### config.mk
export PLATFORM = sky130hd
export DESIGN_NAME = scfp_feature_power
export DESIGN_NICKNAME = d
export VERILOG_FILES = /design/src/scfp_pkg.sv /design/src/scfp_feature_power.sv
export SDC_FILE = /design/constraint.sdc
export NUM_CORES = 1
export LEC_CHECK = 0
export BUFFER_PORTS_ARGS = -buffer_cell sky130_fd_sc_hd__buf_2
export CORE_AREA = 2 2 94 164
export DETAILED_ROUTE_END_ITERATION = 8
export DIE_AREA = 0 0 96 166
export PLACE_DENSITY = 0.86
export SYNTH_ARGS = -nofsm -noshare
export SYNTH_HDL_FRONTEND = slang
export SYNTH_SLANG_ARGS = --single-unit
### constraint.sdc
create_clock -name clk -period 6.95 [get_ports clk]
set_clock_uncertainty 0.1 [all_clocks]
set_input_delay 0.695 -clock clk [delete_from_list [all_inputs] [get_ports clk]]
set_output_delay 0.695 -clock clk [all_outputs]
set_load 0.02 [all_outputs]
### src/scfp_pkg.sv
// constants, types and register map of the feature and power command block
package scfp_pkg;
    // register indices; byte address is four times the index
    localparam int unsigned IDX_FEAT = 1;
    localparam int unsigned IDX_CNT = 2;
    localparam int unsigned IDX_SEC = 3;
    localparam int unsigned IDX_CYLLO = 4;
    localparam int unsigned IDX_CYLHI = 5;
    localparam int unsigned IDX_DRVHD = 6;
    localparam int unsigned IDX_CMD = 7;
    localparam int unsigned IDX_MODE = 8;
    localparam int unsigned IDX_PWR = 9;
    localparam int unsigned IDX_CTRL = 10;
    localparam int unsigned ADDR_W = 6;
    // command codes
    localparam logic [7:0] CMD_SETF = 8'hEF;
    localparam logic [7:0] CMD_SMUL = 8'hC6;
    localparam logic [7:0] CMD_SLP0 = 8'h99;
    localparam logic [7:0] CMD_SLP1 = 8'hE6;
    localparam logic [7:0] CMD_STB0 = 8'h96;
    localparam logic [7:0] CMD_STB1 = 8'hE2;
    // subcommand codes
    localparam logic [7:0] F_WCE = 8'h02;
    localparam logic [7:0] F_WCD = 8'h82;
    localparam logic [7:0] F_XFER = 8'h03;
    localparam logic [7:0] F_APME = 8'h05;
    localparam logic [7:0] F_APMD = 8'h85;
    localparam logic [7:0] F_PL1E = 8'h0A;
    localparam logic [7:0] F_PL1D = 8'h8A;
    localparam logic [7:0] F_AHDOFF = 8'h55;
    localparam logic [7:0] F_AHDON = 8'hAA;
    localparam logic [7:0] F_LECC = 8'h44;
    localparam logic [7:0] F_L4 = 8'hBB;
    localparam logic [7:0] F_CUR = 8'h9A;
    localparam logic [7:0] F_PORD = 8'h66;
    localparam logic [7:0] F_PORE = 8'hCC;
    localparam logic [7:0] F_NOP0 = 8'h69;
    localparam logic [7:0] F_NOP1 = 8'h96;
    localparam logic [7:0] F_NOP2 = 8'h97;
    // transfer type field and levels
    localparam logic [4:0] XT_PIO = 5'h00;
    localparam logic [4:0] XT_FLOW = 5'h01;
    localparam logic [4:0] XT_MDMA = 5'h04;
    localparam logic [2:0] PIO_FLOW_MIN = 3'h3;
    localparam logic [7:0] APM_RSV_LO = 8'h00;
    localparam logic [7:0] APM_RSV_HI = 8'hFF;
    localparam logic [7:0] APM_NOSTBY = 8'h80;
    // status and error bit positions, control bit
    localparam int unsigned ST_BUSY = 7;
    localparam int unsigned ST_RDY = 6;
    localparam int unsigned ST_SLP = 1;
    localparam int unsigned ST_ERR = 0;
    localparam int unsigned ER_ABRT = 2;
    localparam int unsigned CT_SRST = 0;
    localparam logic [1:0] RESP_OKAY = 2'h0;
    localparam logic [1:0] RESP_SLVERR = 2'h2;
    // timing
    localparam int unsigned CLK_KHZ = 125000;
    localparam int unsigned IDLE_MS = 5;
    localparam int unsigned IDLE_CYC = IDLE_MS * CLK_KHZ;

    typedef struct packed {
        logic wcache;
        logic [2:0] pio;
        logic [2:0] dma;
        logic flowOff;
        logic apmEn;
        logic [7:0] apmLvl;
        logic pl1;
        logic ahead;
        logic longEcc;
        logic [7:0] curLim;
        logic porKeep;
        logic multEn;
        logic [7:0] multCnt;
    } scfp_cfg_t;

    typedef enum logic [1:0] {ST_IDLE, ST_EXEC, ST_FLUSH, ST_DONE} scfp_state_t;
endpackage

### src/scfp_feature_power.sv
// task-file command block: set features, set multiple, sleep and standby
`timescale 1ns/1ps
`default_nettype none
module scfp_feature_power #(
    parameter logic [2:0] PIO_MAX = 3'h4,
    parameter logic [2:0] DMA_MAX = 3'h2,
    parameter bit DMA_OK = 1'b1,
    parameter bit FLOW_OFF_OK = 1'b1,
    parameter bit APM_DIS_OK = 1'b1,
    parameter bit EXT_POWER = 1'b1,
    parameter logic [7:0] CUR_MIN = 8'h05,
    parameter logic [7:0] CUR_MAX = 8'h32,
    parameter logic [7:0] MULT_MAX = 8'h10,
    parameter int unsigned IDLE_CYCLES = scfp_pkg::IDLE_CYC
) (
    input wire logic clk,
    input wire logic rstn,
    input wire logic [7:0] s_axi_awaddr,
    input wire logic s_axi_awvalid,
    output logic s_axi_awready,
    input wire logic [31:0] s_axi_wdata,
    input wire logic [3:0] s_axi_wstrb,
    input wire logic s_axi_wvalid,
    output logic s_axi_wready,
    output logic [1:0] s_axi_bresp,
    output logic s_axi_bvalid,
    input wire logic s_axi_bready,
    input wire logic [7:0] s_axi_araddr,
    input wire logic s_axi_arvalid,
    output logic s_axi_arready,
    output logic [31:0] s_axi_rdata,
    output logic [1:0] s_axi_rresp,
    output logic s_axi_rvalid,
    input wire logic s_axi_rready,
    output logic flushReq,
    input wire logic flushDone,
    output logic busy_flag,
    output logic cmdIrq,
    output logic sleepMode,
    output logic flow_ready_signal,
    output logic standbyOk,
    output logic writeCacheEn,
    output logic [2:0] pioMode,
    output logic [2:0] dmaMode
);
    localparam scfp_pkg::scfp_cfg_t CFG_DEF = '{
        wcache: 1'b0, pio: 3'h0, dma: 3'h0, flowOff: 1'b0, apmEn: 1'b0,
        apmLvl: 8'hFE, pl1: EXT_POWER, ahead: 1'b0, longEcc: 1'b0,
        curLim: CUR_MAX, porKeep: 1'b0, multEn: 1'b0, multCnt: 8'h00};
    localparam logic [19:0] IDLE_LAST = 20'(IDLE_CYCLES - 1);

    scfp_pkg::scfp_cfg_t cfg_ff;
    scfp_pkg::scfp_cfg_t nxt_cfg;
    scfp_pkg::scfp_state_t state_ff;
    logic [7:0] tf_ff [1:6];
    logic [7:0] cmd_ff;
    logic [7:0] awIdx_ff;
    logic [31:0] wdat_ff;
    logic wlane_ff;
    logic errFlag_ff;
    logic sleepPend_ff;
    logic srst_ff;
    logic [19:0] idle_ff;
    logic nxt_abort;
    logic nxt_flush;
    logic nxt_sleep;
    logic nxt_wb;
    logic wrFire;
    logic cmdTake;
    localparam int unsigned ADDR_IDX_W = scfp_pkg::ADDR_W;
    logic [ADDR_IDX_W-1:0] wIdx;
    logic [ADDR_IDX_W-1:0] rIdx;
    logic [31:0] rdVal;
    logic rdBad;
    logic wrBad;

    // bus write: address and data are taken in either order
    assign wrFire = !s_axi_awready && !s_axi_wready && !s_axi_bvalid;
    assign wIdx = awIdx_ff[7:2];
    assign rIdx = s_axi_araddr[7:2];
    assign wrBad = (wIdx == 6'(0)) || (wIdx > 6'(scfp_pkg::IDX_CTRL));
    assign cmdTake = wrFire && wlane_ff && (wIdx == 6'(scfp_pkg::IDX_CMD))
        && (state_ff == scfp_pkg::ST_IDLE);

    always_ff @(posedge clk or negedge rstn) begin
        if (!rstn) begin
            s_axi_awready <= 1'b1;
            s_axi_wready <= 1'b1;
            s_axi_bvalid <= 1'b0;
            s_axi_bresp <= scfp_pkg::RESP_OKAY;
            awIdx_ff <= 8'h00;
            wdat_ff <= 32'h0000_0000;
            wlane_ff <= 1'b0;
        end else begin
            if (s_axi_awvalid && s_axi_awready) begin
                awIdx_ff <= s_axi_awaddr;
                s_axi_awready <= 1'b0;
            end
            if (s_axi_wvalid && s_axi_wready) begin
                wdat_ff <= s_axi_wdata;
                wlane_ff <= s_axi_wstrb[0];
                s_axi_wready <= 1'b0;
            end
            if (wrFire) begin
                s_axi_bvalid <= 1'b1;
                s_axi_bresp <= wrBad ? scfp_pkg::RESP_SLVERR : scfp_pkg::RESP_OKAY;
            end
            if (s_axi_bvalid && s_axi_bready) begin
                s_axi_bvalid <= 1'b0;
                s_axi_awready <= 1'b1;
                s_axi_wready <= 1'b1;
            end
        end
    end

    // read mux: index 1 gives the error byte, index 7 the status byte
    always_comb begin
        rdVal = 32'h0000_0000;
        rdBad = 1'b0;
        if (rIdx == 6'(scfp_pkg::IDX_FEAT)) begin
            rdVal[scfp_pkg::ER_ABRT] = errFlag_ff;
        end else if (rIdx >= 6'(scfp_pkg::IDX_CNT) && rIdx <= 6'(scfp_pkg::IDX_DRVHD)) begin
            rdVal[7:0] = tf_ff[rIdx[2:0]];
        end else if (rIdx == 6'(scfp_pkg::IDX_CMD)) begin
            rdVal[scfp_pkg::ST_BUSY] = busy_flag;
            rdVal[scfp_pkg::ST_RDY] = !busy_flag;
            rdVal[scfp_pkg::ST_SLP] = sleepMode;
            rdVal[scfp_pkg::ST_ERR] = errFlag_ff;
        end else if (rIdx == 6'(scfp_pkg::IDX_MODE)) begin
            rdVal[15:0] = {cfg_ff.multCnt, cfg_ff.multEn, cfg_ff.flowOff,
                cfg_ff.dma, cfg_ff.pio};
        end else if (rIdx == 6'(scfp_pkg::IDX_PWR)) begin
            rdVal[23:0] = {cfg_ff.curLim, cfg_ff.apmLvl, cfg_ff.apmEn,
                cfg_ff.pl1, cfg_ff.ahead, cfg_ff.longEcc, cfg_ff.wcache,
                cfg_ff.porKeep, standbyOk, flow_ready_signal};
        end else if (rIdx != 6'(scfp_pkg::IDX_CTRL)) begin
            rdBad = 1'b1;
        end
    end

    always_ff @(posedge clk or negedge rstn) begin
        if (!rstn) begin
            s_axi_arready <= 1'b1;
            s_axi_rvalid <= 1'b0;
            s_axi_rdata <= 32'h0000_0000;
            s_axi_rresp <= scfp_pkg::RESP_OKAY;
        end else if (s_axi_arvalid && s_axi_arready) begin
            s_axi_arready <= 1'b0;
            s_axi_rvalid <= 1'b1;
            s_axi_rdata <= rdVal;
            s_axi_rresp <= rdBad ? scfp_pkg::RESP_SLVERR : scfp_pkg::RESP_OKAY;
        end else if (s_axi_rvalid && s_axi_rready) begin
            s_axi_rvalid <= 1'b0;
            s_axi_arready <= 1'b1;
        end
    end

    // command decode, evaluated in the execute cycle
    always_comb begin
        nxt_cfg = cfg_ff;
        nxt_abort = 1'b0;
        nxt_flush = 1'b0;
        nxt_sleep = 1'b0;
        nxt_wb = 1'b0;
        case (cmd_ff)
            scfp_pkg::CMD_SETF: begin
                case (tf_ff[scfp_pkg::IDX_FEAT])
                    scfp_pkg::F_WCE: nxt_cfg.wcache = 1'b1;
                    scfp_pkg::F_WCD: begin
                        nxt_cfg.wcache = 1'b0;
                        nxt_flush = cfg_ff.wcache;
                    end
                    scfp_pkg::F_XFER: begin
                        // one field each for PIO and DMA keeps a single selection
                        case (tf_ff[scfp_pkg::IDX_CNT][7:3])
                            scfp_pkg::XT_PIO: begin
                                if (tf_ff[scfp_pkg::IDX_CNT][2:0] == 3'h0) begin
                                    nxt_cfg.pio = 3'h0;
                                    nxt_cfg.flowOff = 1'b0;
                                end else if (tf_ff[scfp_pkg::IDX_CNT][2:0] == 3'h1
                                    && FLOW_OFF_OK) begin
                                    nxt_cfg.pio = 3'h0;
                                    nxt_cfg.flowOff = 1'b1;
                                end else begin
                                    nxt_abort = 1'b1;
                                end
                            end
                            scfp_pkg::XT_FLOW: begin
                                if (tf_ff[scfp_pkg::IDX_CNT][2:0] <= PIO_MAX) begin
                                    nxt_cfg.pio = tf_ff[scfp_pkg::IDX_CNT][2:0];
                                    nxt_cfg.flowOff = 1'b0;
                                end else begin
                                    nxt_abort = 1'b1;
                                end
                            end
                            scfp_pkg::XT_MDMA: begin
                                if (DMA_OK && tf_ff[scfp_pkg::IDX_CNT][2:0] <= DMA_MAX) begin
                                    nxt_cfg.dma = tf_ff[scfp_pkg::IDX_CNT][2:0];
                                end else begin
                                    nxt_abort = 1'b1;
                                end
                            end
                            default: nxt_abort = 1'b1;
                        endcase
                    end
                    scfp_pkg::F_APME: begin
                        if (tf_ff[scfp_pkg::IDX_CNT] == scfp_pkg::APM_RSV_LO
                            || tf_ff[scfp_pkg::IDX_CNT] == scfp_pkg::APM_RSV_HI) begin
                            nxt_abort = 1'b1;
                        end else begin
                            nxt_cfg.apmEn = 1'b1;
                            nxt_cfg.apmLvl = tf_ff[scfp_pkg::IDX_CNT];
                        end
                    end
                    scfp_pkg::F_APMD: begin
                        if (APM_DIS_OK) begin
                            nxt_cfg.apmEn = 1'b0;
                        end else begin
                            nxt_abort = 1'b1;
                        end
                    end
                    scfp_pkg::F_PL1E: nxt_cfg.pl1 = 1'b1;
                    scfp_pkg::F_PL1D: nxt_cfg.pl1 = 1'b0;
                    scfp_pkg::F_AHDOFF: nxt_cfg.ahead = 1'b0;
                    scfp_pkg::F_AHDON: nxt_cfg.ahead = 1'b1;
                    scfp_pkg::F_LECC: nxt_cfg.longEcc = 1'b1;
                    scfp_pkg::F_L4: nxt_cfg.longEcc = 1'b0;
                    scfp_pkg::F_CUR: begin
                        nxt_wb = 1'b1;
                        if (tf_ff[scfp_pkg::IDX_CNT] < CUR_MIN) begin
                            nxt_cfg.curLim = CUR_MIN;
                        end else if (tf_ff[scfp_pkg::IDX_CNT] > CUR_MAX) begin
                            nxt_cfg.curLim = CUR_MAX;
                        end else begin
                            nxt_cfg.curLim = tf_ff[scfp_pkg::IDX_CNT];
                        end
                    end
                    scfp_pkg::F_PORD: nxt_cfg.porKeep = 1'b1;
                    scfp_pkg::F_PORE: nxt_cfg.porKeep = 1'b0;
                    scfp_pkg::F_NOP0, scfp_pkg::F_NOP1, scfp_pkg::F_NOP2: begin
                    end
                    default: nxt_abort = 1'b1;
                endcase
            end
            scfp_pkg::CMD_SMUL: begin
                if (tf_ff[scfp_pkg::IDX_CNT] == 8'h00) begin
                    nxt_cfg.multEn = 1'b0;
                end else if (tf_ff[scfp_pkg::IDX_CNT] <= MULT_MAX) begin
                    nxt_cfg.multEn = 1'b1;
                    nxt_cfg.multCnt = tf_ff[scfp_pkg::IDX_CNT];
                end else begin
                    nxt_cfg.multEn = 1'b0;
                    nxt_abort = 1'b1;
                end
            end
            scfp_pkg::CMD_SLP0, scfp_pkg::CMD_SLP1: nxt_sleep = 1'b1;
            scfp_pkg::CMD_STB0, scfp_pkg::CMD_STB1: nxt_sleep = 1'b1;
            default: nxt_abort = 1'b1;
        endcase
    end

    // soft reset request from the control register
    always_ff @(posedge clk or negedge rstn) begin
        if (!rstn) begin
            srst_ff <= 1'b0;
        end else begin
            srst_ff <= wrFire && wlane_ff && (wIdx == 6'(scfp_pkg::IDX_CTRL))
                && wdat_ff[scfp_pkg::CT_SRST];
        end
    end

    // feature settings; power-on and hardware reset load the defaults
    always_ff @(posedge clk or negedge rstn) begin
        if (!rstn) begin
            cfg_ff <= CFG_DEF;
        end else if (srst_ff) begin
            if (!cfg_ff.porKeep) begin
                cfg_ff <= CFG_DEF;
            end
        end else if (state_ff == scfp_pkg::ST_EXEC) begin
            cfg_ff <= nxt_cfg;
        end
    end

    // task-file bytes; host writes are ignored while busy
    always_ff @(posedge clk or negedge rstn) begin
        if (!rstn) begin
            for (int i = 1; i <= 6; i++) begin
                tf_ff[i] <= 8'h00;
            end
            cmd_ff <= 8'h00;
        end else if (state_ff == scfp_pkg::ST_EXEC && nxt_wb) begin
            tf_ff[scfp_pkg::IDX_CYLLO] <= CUR_MIN;
            tf_ff[scfp_pkg::IDX_CYLHI] <= CUR_MAX;
        end else if (wrFire && wlane_ff && state_ff == scfp_pkg::ST_IDLE) begin
            if (wIdx >= 6'(scfp_pkg::IDX_FEAT) && wIdx <= 6'(scfp_pkg::IDX_DRVHD)) begin
                tf_ff[wIdx[2:0]] <= wdat_ff[7:0];
            end else if (wIdx == 6'(scfp_pkg::IDX_CMD)) begin
                cmd_ff <= wdat_ff[7:0];
            end
        end
    end

    // sequencer: take, execute, optional flush, complete
    always_ff @(posedge clk or negedge rstn) begin
        if (!rstn) begin
            state_ff <= scfp_pkg::ST_IDLE;
            busy_flag <= 1'b0;
            cmdIrq <= 1'b0;
            flushReq <= 1'b0;
            errFlag_ff <= 1'b0;
            sleepPend_ff <= 1'b0;
        end else begin
            cmdIrq <= 1'b0;
            case (state_ff)
                scfp_pkg::ST_IDLE: begin
                    if (cmdTake) begin
                        busy_flag <= 1'b1;
                        errFlag_ff <= 1'b0;
                        state_ff <= scfp_pkg::ST_EXEC;
                    end
                end
                scfp_pkg::ST_EXEC: begin
                    errFlag_ff <= nxt_abort;
                    sleepPend_ff <= nxt_sleep;
                    if (nxt_flush) begin
                        flushReq <= 1'b1;
                        state_ff <= scfp_pkg::ST_FLUSH;
                    end else begin
                        state_ff <= scfp_pkg::ST_DONE;
                    end
                end
                scfp_pkg::ST_FLUSH: begin
                    if (flushDone) begin
                        flushReq <= 1'b0;
                        state_ff <= scfp_pkg::ST_DONE;
                    end
                end
                default: begin
                    busy_flag <= 1'b0;
                    cmdIrq <= 1'b1;
                    sleepPend_ff <= 1'b0;
                    state_ff <= scfp_pkg::ST_IDLE;
                end
            endcase
        end
    end

    // sleep state and idle timer; any new command wakes the card
    always_ff @(posedge clk or negedge rstn) begin
        if (!rstn) begin
            sleepMode <= 1'b0;
            idle_ff <= 20'h00000;
        end else if (cmdTake || srst_ff) begin
            sleepMode <= 1'b0;
            idle_ff <= 20'h00000;
        end else if (state_ff == scfp_pkg::ST_DONE && sleepPend_ff) begin
            sleepMode <= 1'b1;
        end else if (state_ff == scfp_pkg::ST_IDLE && !sleepMode) begin
            if (idle_ff == IDLE_LAST) begin
                sleepMode <= 1'b1;
                idle_ff <= 20'h00000;
            end else begin
                idle_ff <= idle_ff + 20'h00001;
            end
        end
    end

    // registered mode outputs
    always_ff @(posedge clk or negedge rstn) begin
        if (!rstn) begin
            flow_ready_signal <= 1'b1;
            standbyOk <= 1'b1;
            writeCacheEn <= 1'b0;
            pioMode <= 3'h0;
            dmaMode <= 3'h0;
        end else begin
            flow_ready_signal <= (cfg_ff.pio >= scfp_pkg::PIO_FLOW_MIN) || !cfg_ff.flowOff;
            standbyOk <= !cfg_ff.apmEn || (cfg_ff.apmLvl < scfp_pkg::APM_NOSTBY);
            writeCacheEn <= cfg_ff.wcache;
            pioMode <= cfg_ff.pio;
            dmaMode <= cfg_ff.dma;
        end
    end
endmodule
`default_nettype wire

# == Word level (Yosys, flattened, before mapping) ==
# Cells that the tools add are included.
# classes
eq_ne,48
addsub,1
n_reduce_logical,89
n_mux,106
bitwise_logic,5
order_cmp,15
# op_table
operator,n
$eq 8x8->1 const B,16
$mux 38,3
$mux 8,11
$mux 20,4
$mux 24,3
$mux 16,4
$bwmux 48,1
$mux 1,44
$reduce_bool 2->1,18
$eq 8x7->1 const B,4
$mux 29,1
$reduce_bool 3->1,9
$bmux 8 s3,1
$demux 8 s3,1
$reduce_and 4->1,6
$pmux 1 s2,11
$mux 21,1
$add 20x1->20 const B,1
$eq 20x20->1 const B,1
$logic_and 1x1->1,19
$eq 6x4->1 const B,3
$mux 9,2
$eq 8x2->1 const B,2
$mux 3,5
50 further kinds,93
# word_totals
register_bits,182
wordCells,309

# == Depth between registers and ports, before layout ==
# Gate-level depths: netlist of the first run.
# logic_depth
word_depth,9
depth_mapped,9
depth_no_buf,8

# == Worst setup path after synthesis of the first run ==
# Ideal clock, no wire load.
# synth_path
path_kind,input port to flip-flop
from,input port s_axi_araddr[7]
to,register s_axi_rdata[16]
slack_ns,4.536
stages,7
arrival_ns,2.248
path_cell_list,or4b_1 > nor2b_1 > buf_2 > buf_2 > inv_1 > nor2_1 > a22o_1
# synth_via
elab_chain_len,6
# synth_lines
item,line_no,rtl
"start, declared",scfp_feature_power.sv:28,"input wire logic [7:0] s_axi_araddr,"
$eq 6x4->1,scfp_feature_power.sv:132,end else if (rIdx == 6'(scfp_pkg::IDX_PWR)) begin
$mux 24,scfp_feature_power.sv:132,
$mux 8,scfp_feature_power.sv:129,end else if (rIdx == 6'(scfp_pkg::IDX_MODE)) begin
$mux 16,scfp_feature_power.sv:124,end else if (rIdx == 6'(scfp_pkg::IDX_CMD)) begin
$mux 16,scfp_feature_power.sv:122,end else if (rIdx >= 6'(scfp_pkg::IDX_CNT) && rIdx <= 6'(scfp_pkg::IDX_DRVHD)) begin
$mux 21 *,scfp_feature_power.sv:120,if (rIdx == 6'(scfp_pkg::IDX_FEAT)) begin
"end signal, assigned",scfp_feature_power.sv:150,s_axi_rdata <= rdVal;
"end, declared",scfp_feature_power.sv:31,"output logic [31:0] s_axi_rdata,"
# Every way passes the cells marked *; elsewhere a longest branch is shown, timed or not.
# A chain may end at the register's enable or synchronous reset.

# == Final worst setup path of the first run ==
# layout_path
from,register state_ff[1]
to,register tf_ff[39] (netlist bit)
# layout_via
elab_chain_len,4
# layout_lines
item,line_no,rtl
"start, declared",scfp_feature_power.sv:54,scfp_pkg::scfp_state_t state_ff;
"start signal, assigned",scfp_feature_power.sv:307,state_ff <= scfp_pkg::ST_IDLE;
"start signal, assigned",scfp_feature_power.sv:320,state_ff <= scfp_pkg::ST_EXEC;
"start signal, assigned",scfp_feature_power.sv:328,state_ff <= scfp_pkg::ST_FLUSH;
$eq 2x1->1,scfp_feature_power.sv:292,end else if (state_ff == scfp_pkg::ST_EXEC && nxt_wb) begin
$logic_and 1x1->1,scfp_feature_power.sv:292,
$not 1->1 (no line),-,
$reduce_and 3->1 (no line) *,-,
"end signal, assigned by index",scfp_feature_power.sv:297,tf_ff[wIdx[2:0]] <= wdat_ff[7:0];
"end, declared",scfp_feature_power.sv:55,logic [7:0] tf_ff [1:6];
# Marks and branches as above.

==> results, run 1 <==
- The flip-flop and latch count after synthesis is around 180.
- The clock insertion delay at the later pin of the skew report is around 0.44 ns.
- The worst-case reg-to-reg path depth is 8.
- After detailed routing, the average wire length per cell comes to between 20 and 25 um.
- The global-route wire length before repair is approximately 36 mm.
- The quantity of hold-fixing buffers added after cts is 0.
- The tightest min-delay check is of the input pin to asynchronous set/reset pin type.
- The count of nets left with antenna violations after detail routing is 0.
- The number of inserted filler cells in the final layout is 1,076.
- The ratio of final minimum period to clock period is ~45%.
- The starting density of the core is 60.3%.
- Dividing the detail-routed via count by the number of cells gives 6.48.
- The share of synthesized area occupied by flip-flops and latches is between 50% and 60%.
- The number of hold-slack violations in the final timing report was 0.
- The number of distinct library cell variants in the gate-level netlist after synthesis is 72.
- Data on the critical path is required at its endpoint by 7.17 ns.
- The upper clock frequency limit is about 0.32 GHz.
- The critical path launch point type is a flop.
- The post-CTS setup repair buffer count is 0.
- The clock tree buffer depth is 2.
- In this run switching power makes up 34.5% of total power.
- The number of I/O port buffers is 72.
- The width of the die is 96 um.
- In this run the power spent charging and discharging nets is 0.00110 W.
- In this run, the number of DRC markers left after iteration 0 of detailed routing was between 700 and 800.
- The run finished with clean final reports.
- The beginning of the worst register-to-register path is state_ff[1]$_DFFE_PN0P_.
- The global-route congestion overflow total is 0.
- The number of violations of the max-capacitance limit is 0.
- The count of synthesis-stage warnings from yosys is 0.
- The proportion of power drawn by combinational gates is 20.8%.
- The netlist area before placement is slightly below 9000 um2.
- The CTS tree is done.
- Clock-pin slew was measured on the worst setup and hold paths at approximately 0.070 ns.
- The number of instances in the synthesized netlist is 852.
- Global routing used between 20 and 30% of the available tracks.
- The routed layout has ~7,000 vias.
- The proportion of layout cells with a drive suffix above 1 is between 20% and 30%.
- The number of max-slew violations in the final report was 0.
- The initial antenna violation count came to 2.
- The residual DRC count is 0.
- At the pin with the least slew margin, the transition time is approximately 1.1 ns.
- The setup check on the worst reg-to-reg path leaves a slack of 3.81 ns.
- The end of the worst register-to-register path is tf_ff[39]$_DFFE_PN0P_.
- The category of the most critical setup path is flop to flop.
- The total power divided by cell area is ~320 nW/um2.
- Leaving out fill and tap cells, the most frequent cell in the layout is dfrtp_1.
- In the final layout, flip-flops and latches occupy around 4500 um2.
- In the final timing run, aggregate negative setup slack is 0 ns.
- VDD sags by at most 0.233 mV.
- The final cell utilization of the core is about two thirds.
- The final critical delay including setup and external delays is around 3.1 ns.
- The most used flip-flop cell after synthesis is dfrtp_1.
- In this run, flip-flops and latches consume between 40% and 50% of the power.
- The number of top-level design ports is ~110.
- Total power for the finished layout comes to roughly 0.0032 W.
- In the synthesized netlist the async set-or-reset flop fraction comes to between 90% and 100%.
- The detailed-router iteration count before antenna repair is 9.
- The floorplan has between 50 and 60 rows.
- The floorplan die height is about 170 um.
- The internal power of the cells is a little over 0.002 W.
- The worst setup path is captured at a flop.
- The cell sitting at the root of the clock tree is a clkbuf_16.
- The number of gates given a new drive strength after cts is 0.
- The average cell area after synthesis is 10.4 um2.
- Hold is met by roughly 0.28 ns.
- The die covers 15,900 um2.
- The net count of the finished layout is roughly 960.
- In this run the static leakage power is around 4.6 nW.
- Per report_power, the clock group accounts for between 30% and 40% of the total.
- For this block, the routed nets add up to 22.5 mm of wire.
- The synthesis-to-layout area growth is 11.6%.
- The final number of setup-violating endpoints is 0.
- Setup repair after global routing left no endpoint under its margin.
- The number of global-route vias before repair is between 7,000 and 8,000.
- The final estimated routing congestion in global placement is ~0.95.
- The estimated wirelength of the detail-placed design is around 15 mm.
- The highest net fanout along the worst path is 14.
- The headroom to the max-slew limit is between 20% and 30%.
- The multi-input combinational cells in the finished layout cover a total of a little over 4000 um2.
- The clock tree synthesis step divided the H-tree into 4 levels.
- The number of enable-type register cells in the synthesized netlist is 0.
- The top cell types in the final layout, fill and taps aside, are dfrtp_1, nand2_1, buf_2, o21ai_0, mux2_2.
- The largest net degree at the start of global routing is 111.
- Clock tree synthesis found a total of approximately 180 sinks.
- The number of buffers created by CTS is 17.
- The endpoint arrival time on the critical path is 3.37 ns.
- In this run the standard cell core region covers about 15,000 um2.
[worst max-delay path by stage]
stage | startpoint | slack [ns] | endpoint
floorplan | s_axi_araddr[7] | 4.54 | s_axi_rdata[16]$_DFFE_PN0P_
global placement | s_axi_araddr[4] | 3.67 | s_axi_rdata[3]$_DFFE_PN0P_
detailed placement | s_axi_araddr[4] | 3.65 | s_axi_rdata[3]$_DFFE_PN0P_
CTS | state_ff[1]$_DFFE_PN0P_ | 3.85 | tf_ff[46]$_DFFE_PN0P_
global route | state_ff[1]$_DFFE_PN0P_ | 3.60 | tf_ff[33]$_DFFE_PN0P_
finish | state_ff[1]$_DFFE_PN0P_ | 3.81 | tf_ff[39]$_DFFE_PN0P_
[worst max-delay path: stages, from the launching register on]
cell and delay, ns:
dfrtp_1 0.43, inv_1 0.10, ha_1 0.24, inv_1 0.12, nor3_1 0.43, and4_1 0.78
nor4_4 0.11, nand2_1 0.33, mux2_2 0.39
[synth_stat cells (all sizes together) (3+ instances only)]
cell type | number | area [um2]
and4b | 4 | 40.0
a22o | 11 | 96.3
a21oi | 41 | 205
nor4bb | 3 | 30.0
nand2 | 86 | 323
a221oi | 9 | 78.8
a31o | 5 | 43.8
nand3 | 23 | 120
dfrtp | 162 | 4050
a31oi | 6 | 37.5
or3 | 7 | 48.8
or4 | 3 | 22.5
or3b | 3 | 26.3
and4 | 3 | 26.3
o21ai | 67 | 335
o211a | 4 | 40.0
mux2i | 30 | 300
or4b | 3 | 30.0
buf | 19 | 116
xnor2 | 5 | 43.8
a22oi | 10 | 75.1
dfstp | 16 | 420
clkbuf | 40 | 150
nor2 | 46 | 175
nand4 | 8 | 50.1
nand4bb | 3 | 33.8
nor3b | 8 | 60.1
ha | 6 | 75.1
a21o | 3 | 22.5
mux2 | 63 | 709
and2 | 6 | 37.5
nand2b | 8 | 50.1
nor4 | 14 | 115
o211ai | 6 | 58.8
o21a | 3 | 22.5
nor2b | 13 | 81.3
a21boi | 3 | 22.5
inv | 17 | 63.8
o41ai | 3 | 45.1
and3 | 11 | 68.8
nand3b | 9 | 67.6
o31ai | 11 | 82.6
nor3 | 25 | 130
xor2 | 3 | 26.3
[final cells by class]
| type | instances | share of cell area (%) |
|---|---|---|
| inverter | 17 | 0.646 |
| sequential | 178 | 45.3 |
| clock inverter | 15 | 1.98 |
| timing repair buffer | 77 | 4.09 |
| tap | 183 | 2.32 |
| clock buffer | 17 | 4.31 |
| multi-input combinational | 607 | 41.4 |
| antenna | 1 | 0.0253 |
[kinds of logic (layout without fill, tap and decap cells)]
group	after synthesis	in the layout	share of synthesized area (%)
AO/OA/AOI/OAI	200	200	15.0
buffers and inverters	76	126	3.73
flip-flops	178	178	50.5
XOR/XNOR	8	8	0.791
other	1	11	0.0423
adder cells (fa/ha/maj)	6	6	0.848
AND/OR/NAND/NOR	290	290	17.7
multiplexers	93	93	11.4
[stage by stage]
step / area [um2] / instances / setup WS, ns
after floorplan: 8890 / 861 / 4.54
after global placement: 9260 / 1062 / 3.67
after CTS: 9880 / 1094 / 3.85
after global routing: 9880 / 1094 / 3.60
after detailed placement: 9260 / 1062 / 3.65
final: 9880 / 1095 / 3.81
[registers in the layout, indices dropped and copies added (netlist names), 2 cells and up]
name         cells
awIdx_ff         6
cfg_ff          38
cmd_ff           8
dmaMode          3
idle_ff         20
pioMode          3
s_axi_rdata     24
state_ff         2
tf_ff           48
wdat_ff          8
[layer usage]
layer	vias to the layer above	track usage [%]	part of all wire, %
met4	2	19.8	6.6
met2	383	49.1	51
met3	112	5.72	6.6
met5	-	0	0.084
met1	3401	33.4	36
li1	3203	-	-
[power by group through the flow]
stage | clock network (W) | registers, W | logic, W
2_1_floorplan | 0 | 0.00139 | 0.000511
3_3_place_gp | 0 | 0.00148 | 0.000624
3_5_place_dp | 0 | 0.00149 | 0.000648
4_1_cts | 0.00102 | 0.00148 | 0.000658
5_1_grt | 0.00106 | 0.00151 | 0.000730
6_report | 0.00102 | 0.00149 | 0.000658
Note: power is estimated with default switching activity, not from simulation.
==> run 2, diff against run 1 <==
Settings changed: CORE_AREA 2 2 94 164 to 2 2 97 169, DIE_AREA 0 0 96 166 to 0 0 99 171, PLACE_DENSITY 0.86 to 0.82.
Clock period 6.95 ns to 3.01 ns, I/O delays scaled along.
==> run 2 against run 1 <==
Against the previous run: routed wire length rose by 0.54%; sequential power rose by 130%; design area rose by 3.0%; non-clock buffer count rose by 39; via count rose by 1.3%; total power rose by 120%; first-iteration DRC count fell by 5.4%; setup slack got worse by 3.4 ns; count of clock-buffer cells in the layout rose by 2; die area rose by 6.2%; largest cell class unchanged.
==> results, run 2 (synthesis results as in run 1) <==
- The number of inserted filler cells in the final layout is 1,197 (+11%).
- The largest net degree at the start of global routing is 68 (-39%).
- By startpoint and endpoint, the worst setup path is classified as flop to flop.
- The leading cell type in the layout, fill and taps excluded is dfrtp_1.
- The residual DRC count is 0 (unchanged).
- The proportion of power drawn by combinational gates came to 23.3% (+2.5 points).
- The post-detailed-route wirelength per cell is 19.9 um (-3.3%).
- The switching part of the total power was 35.1% (+0.58 points).
- The synthesis-to-layout area growth is 14.9%.
- The endpoint arrival time on the critical path is 2.86 ns (-0.51 ns).
- The highest net fanout along the worst path is 8 (-6).
- The total power divided by cell area is 700 nW/um2 (+120%).
- The floorplan die height is 171 um (+3.0%).
- The number of gates given a new drive strength after cts is 0 (unchanged).
- The number of H-tree branching levels is 4 (unchanged).
- The post-placement worst setup slack was 0.416 ns (-3.23 ns).
- The die footprint is 16,900 um2 (+6.2%).
- The clock power share was 28.9% (-3.2 points).
- The final cell utilization of the core is 65.0% (-2.2 points).
- The routed wire length was 22.6 mm (+0.54%).
- The initial antenna violation count is 0 (-2).
- The worst hold path belongs to the class input pin to flop.
- The master cell of the clock root buffer is clkbuf_16.
- The total track usage is 27.4% (-2.2 points).
- The flow ran to the end, and the final reports show no timing, DRC or antenna violations.
- The leakage power of the design is 4.77 nW (+3.5%).
- In the layout the commonest cells are dfrtp_1, nand2_1, buf_2, o21ai_0, mux2_2.
- The upper clock frequency limit is 0.378 GHz (+19%).
- The count of nets after finishing is 1,003 (+4.0%).
- The final worst setup slack is 0.363 ns (-3.44 ns).
- The proportion of layout cells with a drive suffix above 1 is 23.7% (+1.2 points).
- The number of max-slew violations in the final report is 0 (unchanged).
- The post-layout instance count excluding filler cells is 1,139 (+4.0%).
- The register share of total power is 47.8% (+0.7 points).
- The clock tree buffer depth is 2 (unchanged).
- In the final layout, the registers with the most flip-flops are tf_ff (48), cfg_ff (38), s_axi_rdata (24).
- The number of top-level design ports is 114 (unchanged).
- The global-route congestion overflow total is 0 (unchanged).
- The global-route wire length before repair is 36.5 mm (unchanged).
- The floorplan row count was 61 (+3.4%).
- The headroom to the max-slew limit came to 50.1% (+23 points).
- The register bank with the most flops is tf_ff.
- The peak supply drop is 0.565 mV (+140%).
- The number of flip-flops in the largest register is 48 (unchanged).
- The critical path launch point type is a flop.
- The post-CTS setup repair buffer count came to 0 (unchanged).
- The required time of the critical path was 3.23 ns (-3.94 ns).
- The slew at the pin closest to its max-slew limit is 0.742 ns (-0.348 ns).
- The cell count after placement is 1,089 (+2.5%).
- The number of buffers created by CTS is 17 (unchanged).
- The number of sinks handled by clock tree synthesis is 178 (unchanged).
- The count of routing violations after the opening detailed-route iteration is 671 (-5.4%).
- The sequential cell area is 4470 um2 (unchanged).
- The final estimated routing congestion in global placement was 0.949 (-0.38%).
- The final critical delay including setup and external delays is 2.65 ns (-0.497 ns).
- TritonCTS built the clock tree.
- The setup TNS was 0 ns (unchanged).
- The width of the die is 99 um (+3.1%).
- The footprint of the multi-input gates is 4090 um2 (unchanged).
- The number of I/O port buffers was 72 (unchanged).
- The number of hold-slack violations in the final timing report is 0 (unchanged).
- The internal power of the cells is 0.00462 W (+120%).
- The area inside the core boundary is 15,600 um2 (+6.5%).
- The detailed-router iteration count before antenna repair is 6 (-3).
- The estimated wirelength of the detail-placed design is 15.5 mm (+2.3%).
- The ratio of final minimum period to clock period is 87.9% (+43 points).
- The count of nets left with antenna violations after detail routing is 0 (unchanged).
- The clock edge transition at the registers on the reported setup and hold paths came to 0.07 ns (about the same).
- The number of global-route vias before repair came to 7,114 (-2.4%).
- The clock insertion delay at the later pin of the skew report is 0.43 ns (about the same).
- The post-detailed-route via-to-cell ratio is 6.31 (-2.6%).
- The diode insertion count for antenna repair is 0 (-1).
- The starting density of the core is 56.6% (-3.7 points).
- The number of violations of the max-capacitance limit is 0 (unchanged).
- The net switching power is 0.00250 W (+130%).
- The final number of setup-violating endpoints is 0 (unchanged).
- The endpoint type of the worst setup path is a flop.
- The total vias in the final route is 7,192 (+1.3%).
- Setup repair after global routing left no endpoint under its margin.
## run 2: changes by cell type in the layout (fill, tap and decap cells not counted), sizes merged
| cell | previous run | this run |
|---|---|---|
| buf | 77 | 98 |
| dlygate4sd3 | 0 | 18 |
| clkinv | 3 | 9 |
| inv | 24 | 20 |
| bufinv | 3 | 0 |
| clkbuf | 17 | 19 |
| clkinvlp | 2 | 1 |
| diode | 1 | 0 |
## run 2: critical path, cell delays in order (launching register included)
cell	delay, ns
dfrtp_1	0.43
inv_1	0.10
ha_1	0.23
inv_1	0.12
nor3_1	0.43
and4_1	0.36
nor4_4	0.08
nand2_1	0.30
mux2_2	0.39
## run 2: repair_timing
action / in CTS / in global routing
setup endpoints to repair: 0 / 0
hold buffers: 18 / 0
endpoints found under the hold margin: 71 / 0
## run 2: power groups by stage
stage | combinational [W] | sequential, W | clock, W
final | 0.00166 | 0.00341 | 0.00206
after global routing | 0.00182 | 0.00345 | 0.00218
after CTS | 0.00165 | 0.00338 | 0.00208
after detailed placement | 0.00161 | 0.00342 | 0
after global placement | 0.00155 | 0.00339 | 0
after floorplan | 0.00118 | 0.00320 | 0
## run 2: path summary, 6_finish.rpt
check                                        start  cells after the start  slack [ns]                          end
max                        state_ff[1]$_DFFE_PN0P_                      8        0.36        tf_ff[41]$_DFFE_PN0P_
min                                s_axi_awaddr[5]                      2       0.004      awIdx_ff[5]$_DFFE_PN0P_
max reg2reg                state_ff[1]$_DFFE_PN0P_                      8        0.36        tf_ff[41]$_DFFE_PN0P_
min reg2reg                 cfg_ff[33]$_DFFE_PN0P_                      0        0.32         dmaMode[2]$_DFF_PN0_
max in group asynchronous                     rstn                      3        1.69          standbyOk$_DFF_PN1_
min in group asynchronous                     rstn                      2        0.31  s_axi_rdata[14]$_DFFE_PN0P_
## run 2: layer usage
| metal | wire, um | track usage (%) | part of all wire, % |
|---|---|---|---|
| met1 | 8400 | 31.1 | 37 |
| met2 | 12000 | 49.2 | 53 |
| met3 | 1250 | 4.98 | 5.5 |
| met4 | 956 | 12.7 | 4.2 |
| met5 | 0 | 0 | 0 |
## run 2: cell type report
class / count / area share [%]
Tap cell: 189 / 2.32
Multi-Input combinational cell: 607 / 40.2
Clock inverter: 13 / 1.03
Sequential cell: 178 / 44.0
Inverter: 17 / 0.627
Timing Repair Buffer: 116 / 7.54
Clock buffer: 19 / 4.35
## run 2: per-stage QoR
stage	hold WS, ns	area (um2)	total power (W)
floorplan	-0.0946	8890	0.00438
global route	0.00872	10200	0.00745
global placement	0.241	9450	0.00495
finish	0.00391	10200	0.00712
CTS	0.000335	10200	0.00711
detailed placement	0.230	9450	0.00502
==> run 3, diff against run 2 <==
Settings changed: CORE_AREA 2 2 97 169 to 2 2 152 265, DIE_AREA 0 0 99 171 to 0 0 154 267, PLACE_DENSITY 0.82 to 0.41.
==> run 3 against run 2 <==
Against the previous run: fmax down 1.1%; combinational power up 6%; sequential share of layout area down 2.5 points; first-iteration DRC count down 38%; critical path depth unchanged; via count down 3.7%; count of clock-buffer cells in the layout up 2; highest routed layer unchanged.
==> results, run 3 (synthesis results as in run 1) <==
- The run finished with clean final reports.
- The number of buffers created by CTS is 17 (unchanged).
- The number of H-tree branching levels is 4 (unchanged).
- The count of routing violations after the opening detailed-route iteration came to 415 (-38%).
- The synthesis-to-layout area growth is 21.9%.
- The number of top-level design ports came to 114 (unchanged).
- The path type of the worst min-delay path is input pin to flop.
- The slew at the pin closest to its max-slew limit is 0.656 ns (-0.0852 ns).
- The number of max-slew violations in the final report was 0 (unchanged).
- The number of hold-slack violations in the final timing report is 0 (unchanged).
- The post-detailed-route via-to-cell ratio was 4.75 (-25%).
- The initial antenna violation count is 0 (unchanged).
- The number of sinks handled by clock tree synthesis is 178 (unchanged).
- The upper clock frequency limit is 0.374 GHz (-1.1%).
- The critical path's slowest cell is dfrtp_1.
- The final cell utilization of the core was 27.7% (-37 points).
- The post-placement worst setup slack is 0.318 ns (-0.0971 ns).
- The die footprint came to 41,100 um2 (+140%).
- The detailed-router iteration count before antenna repair is 5 (-1).
- The register bank with the most flops is tf_ff.
- The proportion of layout cells with a drive suffix above 1 is 24.7% (+1.0 points).
- The global-route track usage on met1 is 15.5% (-16 points).
- The final worst setup slack is 0.334 ns (-0.0291 ns).
- The number of violations of the max-capacitance limit is 0 (unchanged).
- The CTS tree is done.
- On the critical path the largest part of the delay comes from simple AND/OR/NAND/NOR gates.
- The clock tree buffer depth is 2 (unchanged).
- The number of global-route vias before repair is 7,013 (-1.4%).
- The quantity of hold-fixing buffers added after cts is 21 (+3).
- The highest net fanout along the worst path was 8 (unchanged).
- The floorplan die height is 267 um (+56%).
- The number of inserted filler cells in the final layout is 4,071 (+240%).
- The total power divided by cell area is 708 nW/um2 (+1.2%).
- The met2 track utilization from global routing is 26.2% (-23 points).
- In the final layout, the registers with the most flip-flops are tf_ff (48), cfg_ff (38), s_axi_rdata (24).
- The headroom to the max-slew limit is 55.6% (+5.5 points).
- The residual DRC count is 0 (unchanged).
- The met3 capacity usage during global routing is 1.96% (-3.0 points).
- The setup TNS is 0 ns (unchanged).
- The number of buffer and inverter instances along the worst setup path came to 2 (unchanged).
- The required time of the critical path was 3.24 ns (about the same).
- The starting density of the core came to 22.7% (-34 points).
- The global-route congestion overflow total is 0 (unchanged).
- The peak supply drop is 0.451 mV (-20%).
- The clock edge transition at the registers on the reported setup and hold paths is 0.08 ns (about the same).
- Leaving out fill and tap cells, the most frequent cells in the layout are dfrtp_1, nand2_1, buf_2, o21ai_0, mux2_2.
- The root buffer cell chosen for the clock tree is clkbuf_16.
- The number of gates given a new drive strength after cts came to 0 (unchanged).
- The post-layout instance count excluding filler cells is 1,457 (+28%).
- The estimated wirelength of the detail-placed design was 20.6 mm (+33%).
- The diode insertion count for antenna repair is 0 (unchanged).
- The category of the most critical setup path is flop to flop.
- The most frequent cell on the critical path is inv_1.
- The count of nets left with antenna violations after detail routing is 0 (unchanged).
- The total track usage came to 13.9% (-14 points).
- Walking the worst path, the cells encountered are inv_1 > ha_1 > inv_1 > nor3_1 > and4_1 > nor4_4 > nand2_1 > mux2_2.
- The floorplan row count is 96 (+57%).
- The global-route wire length before repair is 43.2 mm (+19%).
- The endpoint type of the worst setup path is a flop.
- The leakage power of the design came to 4.89 nW (+2.5%).
- The post-CTS setup repair buffer count was 0 (unchanged).
- The area inside the core boundary came to 39,000 um2 (+150%).
- The largest stage delay on the critical path is 0.43 ns (about the same).
- The clock insertion delay at the later pin of the skew report is 0.45 ns (+0.02 ns).
- The largest net degree at the start of global routing is 71 (+4.4%).
- The final estimated routing congestion in global placement was 0.819 (-14%).
- The post-detailed-route wirelength per cell came to 19.0 um (-4.3%).
- The ratio of final minimum period to clock period is 88.9% (+0.97 points).
- The endpoint arrival time on the critical path is 2.91 ns (+0.05 ns).
- The total vias in the final route is 6,924 (-3.7%).
- The width of the die is 154 um (+56%).
- The library cell used most frequently in the layout, excluding fill and tap cells, is dfrtp_1.
- The final number of setup-violating endpoints is 0 (unchanged).
- The number of flip-flops in the largest register is 48 (unchanged).
- Setup repair after global routing left no endpoint under its margin.
- The routed wire length is 27.7 mm (+22%).
- After global routing, the most crowded layer is met2.
- The slack of the worst reg-to-reg path is 0.33 ns (-0.03 ns).
- The number of I/O port buffers is 72 (unchanged).
- The final critical delay including setup and external delays is 2.68 ns (+0.0291 ns).
- The count of nets after finishing is 1,020 (+1.7%).
- The cell count after placement came to 1,404 (+29%).
- The worst setup path is launched from a flop.
-- run 3: final cells by class --
| type | count | area (um2) | share of cell area [%] |
|---|---|---|---|
| sequential | 178 | 4470 | 41.4 |
| multi-input combinational | 607 | 4090 | 37.8 |
| timing repair buffer | 133 | 917 | 8.49 |
| tap | 490 | 613 | 5.68 |
| clock buffer | 21 | 470 | 4.36 |
| clock inverter | 11 | 175 | 1.62 |
| inverter | 17 | 63.8 | 0.591 |
-- run 3: per-stage QoR --
step           total power [W]  area (um2)  hold slack (ns)
2_1_floorplan          0.00438        8890          -0.0946
3_3_place_gp           0.00521        9940            0.287
3_5_place_dp           0.00524        9940            0.286
4_1_cts                0.00778       10800          0.00112
5_1_grt                0.00809       10800          0.00280
6_report               0.00765       10800          0.00190
-- run 3: report_power, final --
part / total (W) / internal (W) / switching [W]
combinational: 0.00176 / 0.000772 / 0.000992
clock: 0.00247 / 0.00146 / 0.00101
sequential: 0.00342 / 0.00280 / 0.000614
total: 0.00765 / 0.00504 / 0.00261
-- run 3: path summary, 6_finish.rpt --
check / end / cells past startpoint / from
worst max-delay path: tf_ff[35]$_DFFE_PN0P_ / 8 / state_ff[1]$_DFFE_PN0P_
worst min-delay path: wlane_ff$_DFFE_PN0P_ / 2 / s_axi_wstrb[0]
worst max register to register: tf_ff[35]$_DFFE_PN0P_ / 8 / state_ff[1]$_DFFE_PN0P_
worst min register to register: dmaMode[2]$_DFF_PN0_ / 0 / cfg_ff[33]$_DFFE_PN0P_
max in group asynchronous: s_axi_awready$_DFFE_PN1P_ / 3 / rstn
min in group asynchronous: wdat_ff[3]$_DFFE_PN0P_ / 2 / rstn
-- run 3: routing by layer --
layer,routed length [um],vias to the layer above
met3,645,28
li1,-,3324
met1,11000,3448
met4,710,0
met2,15300,124
met5,0,-
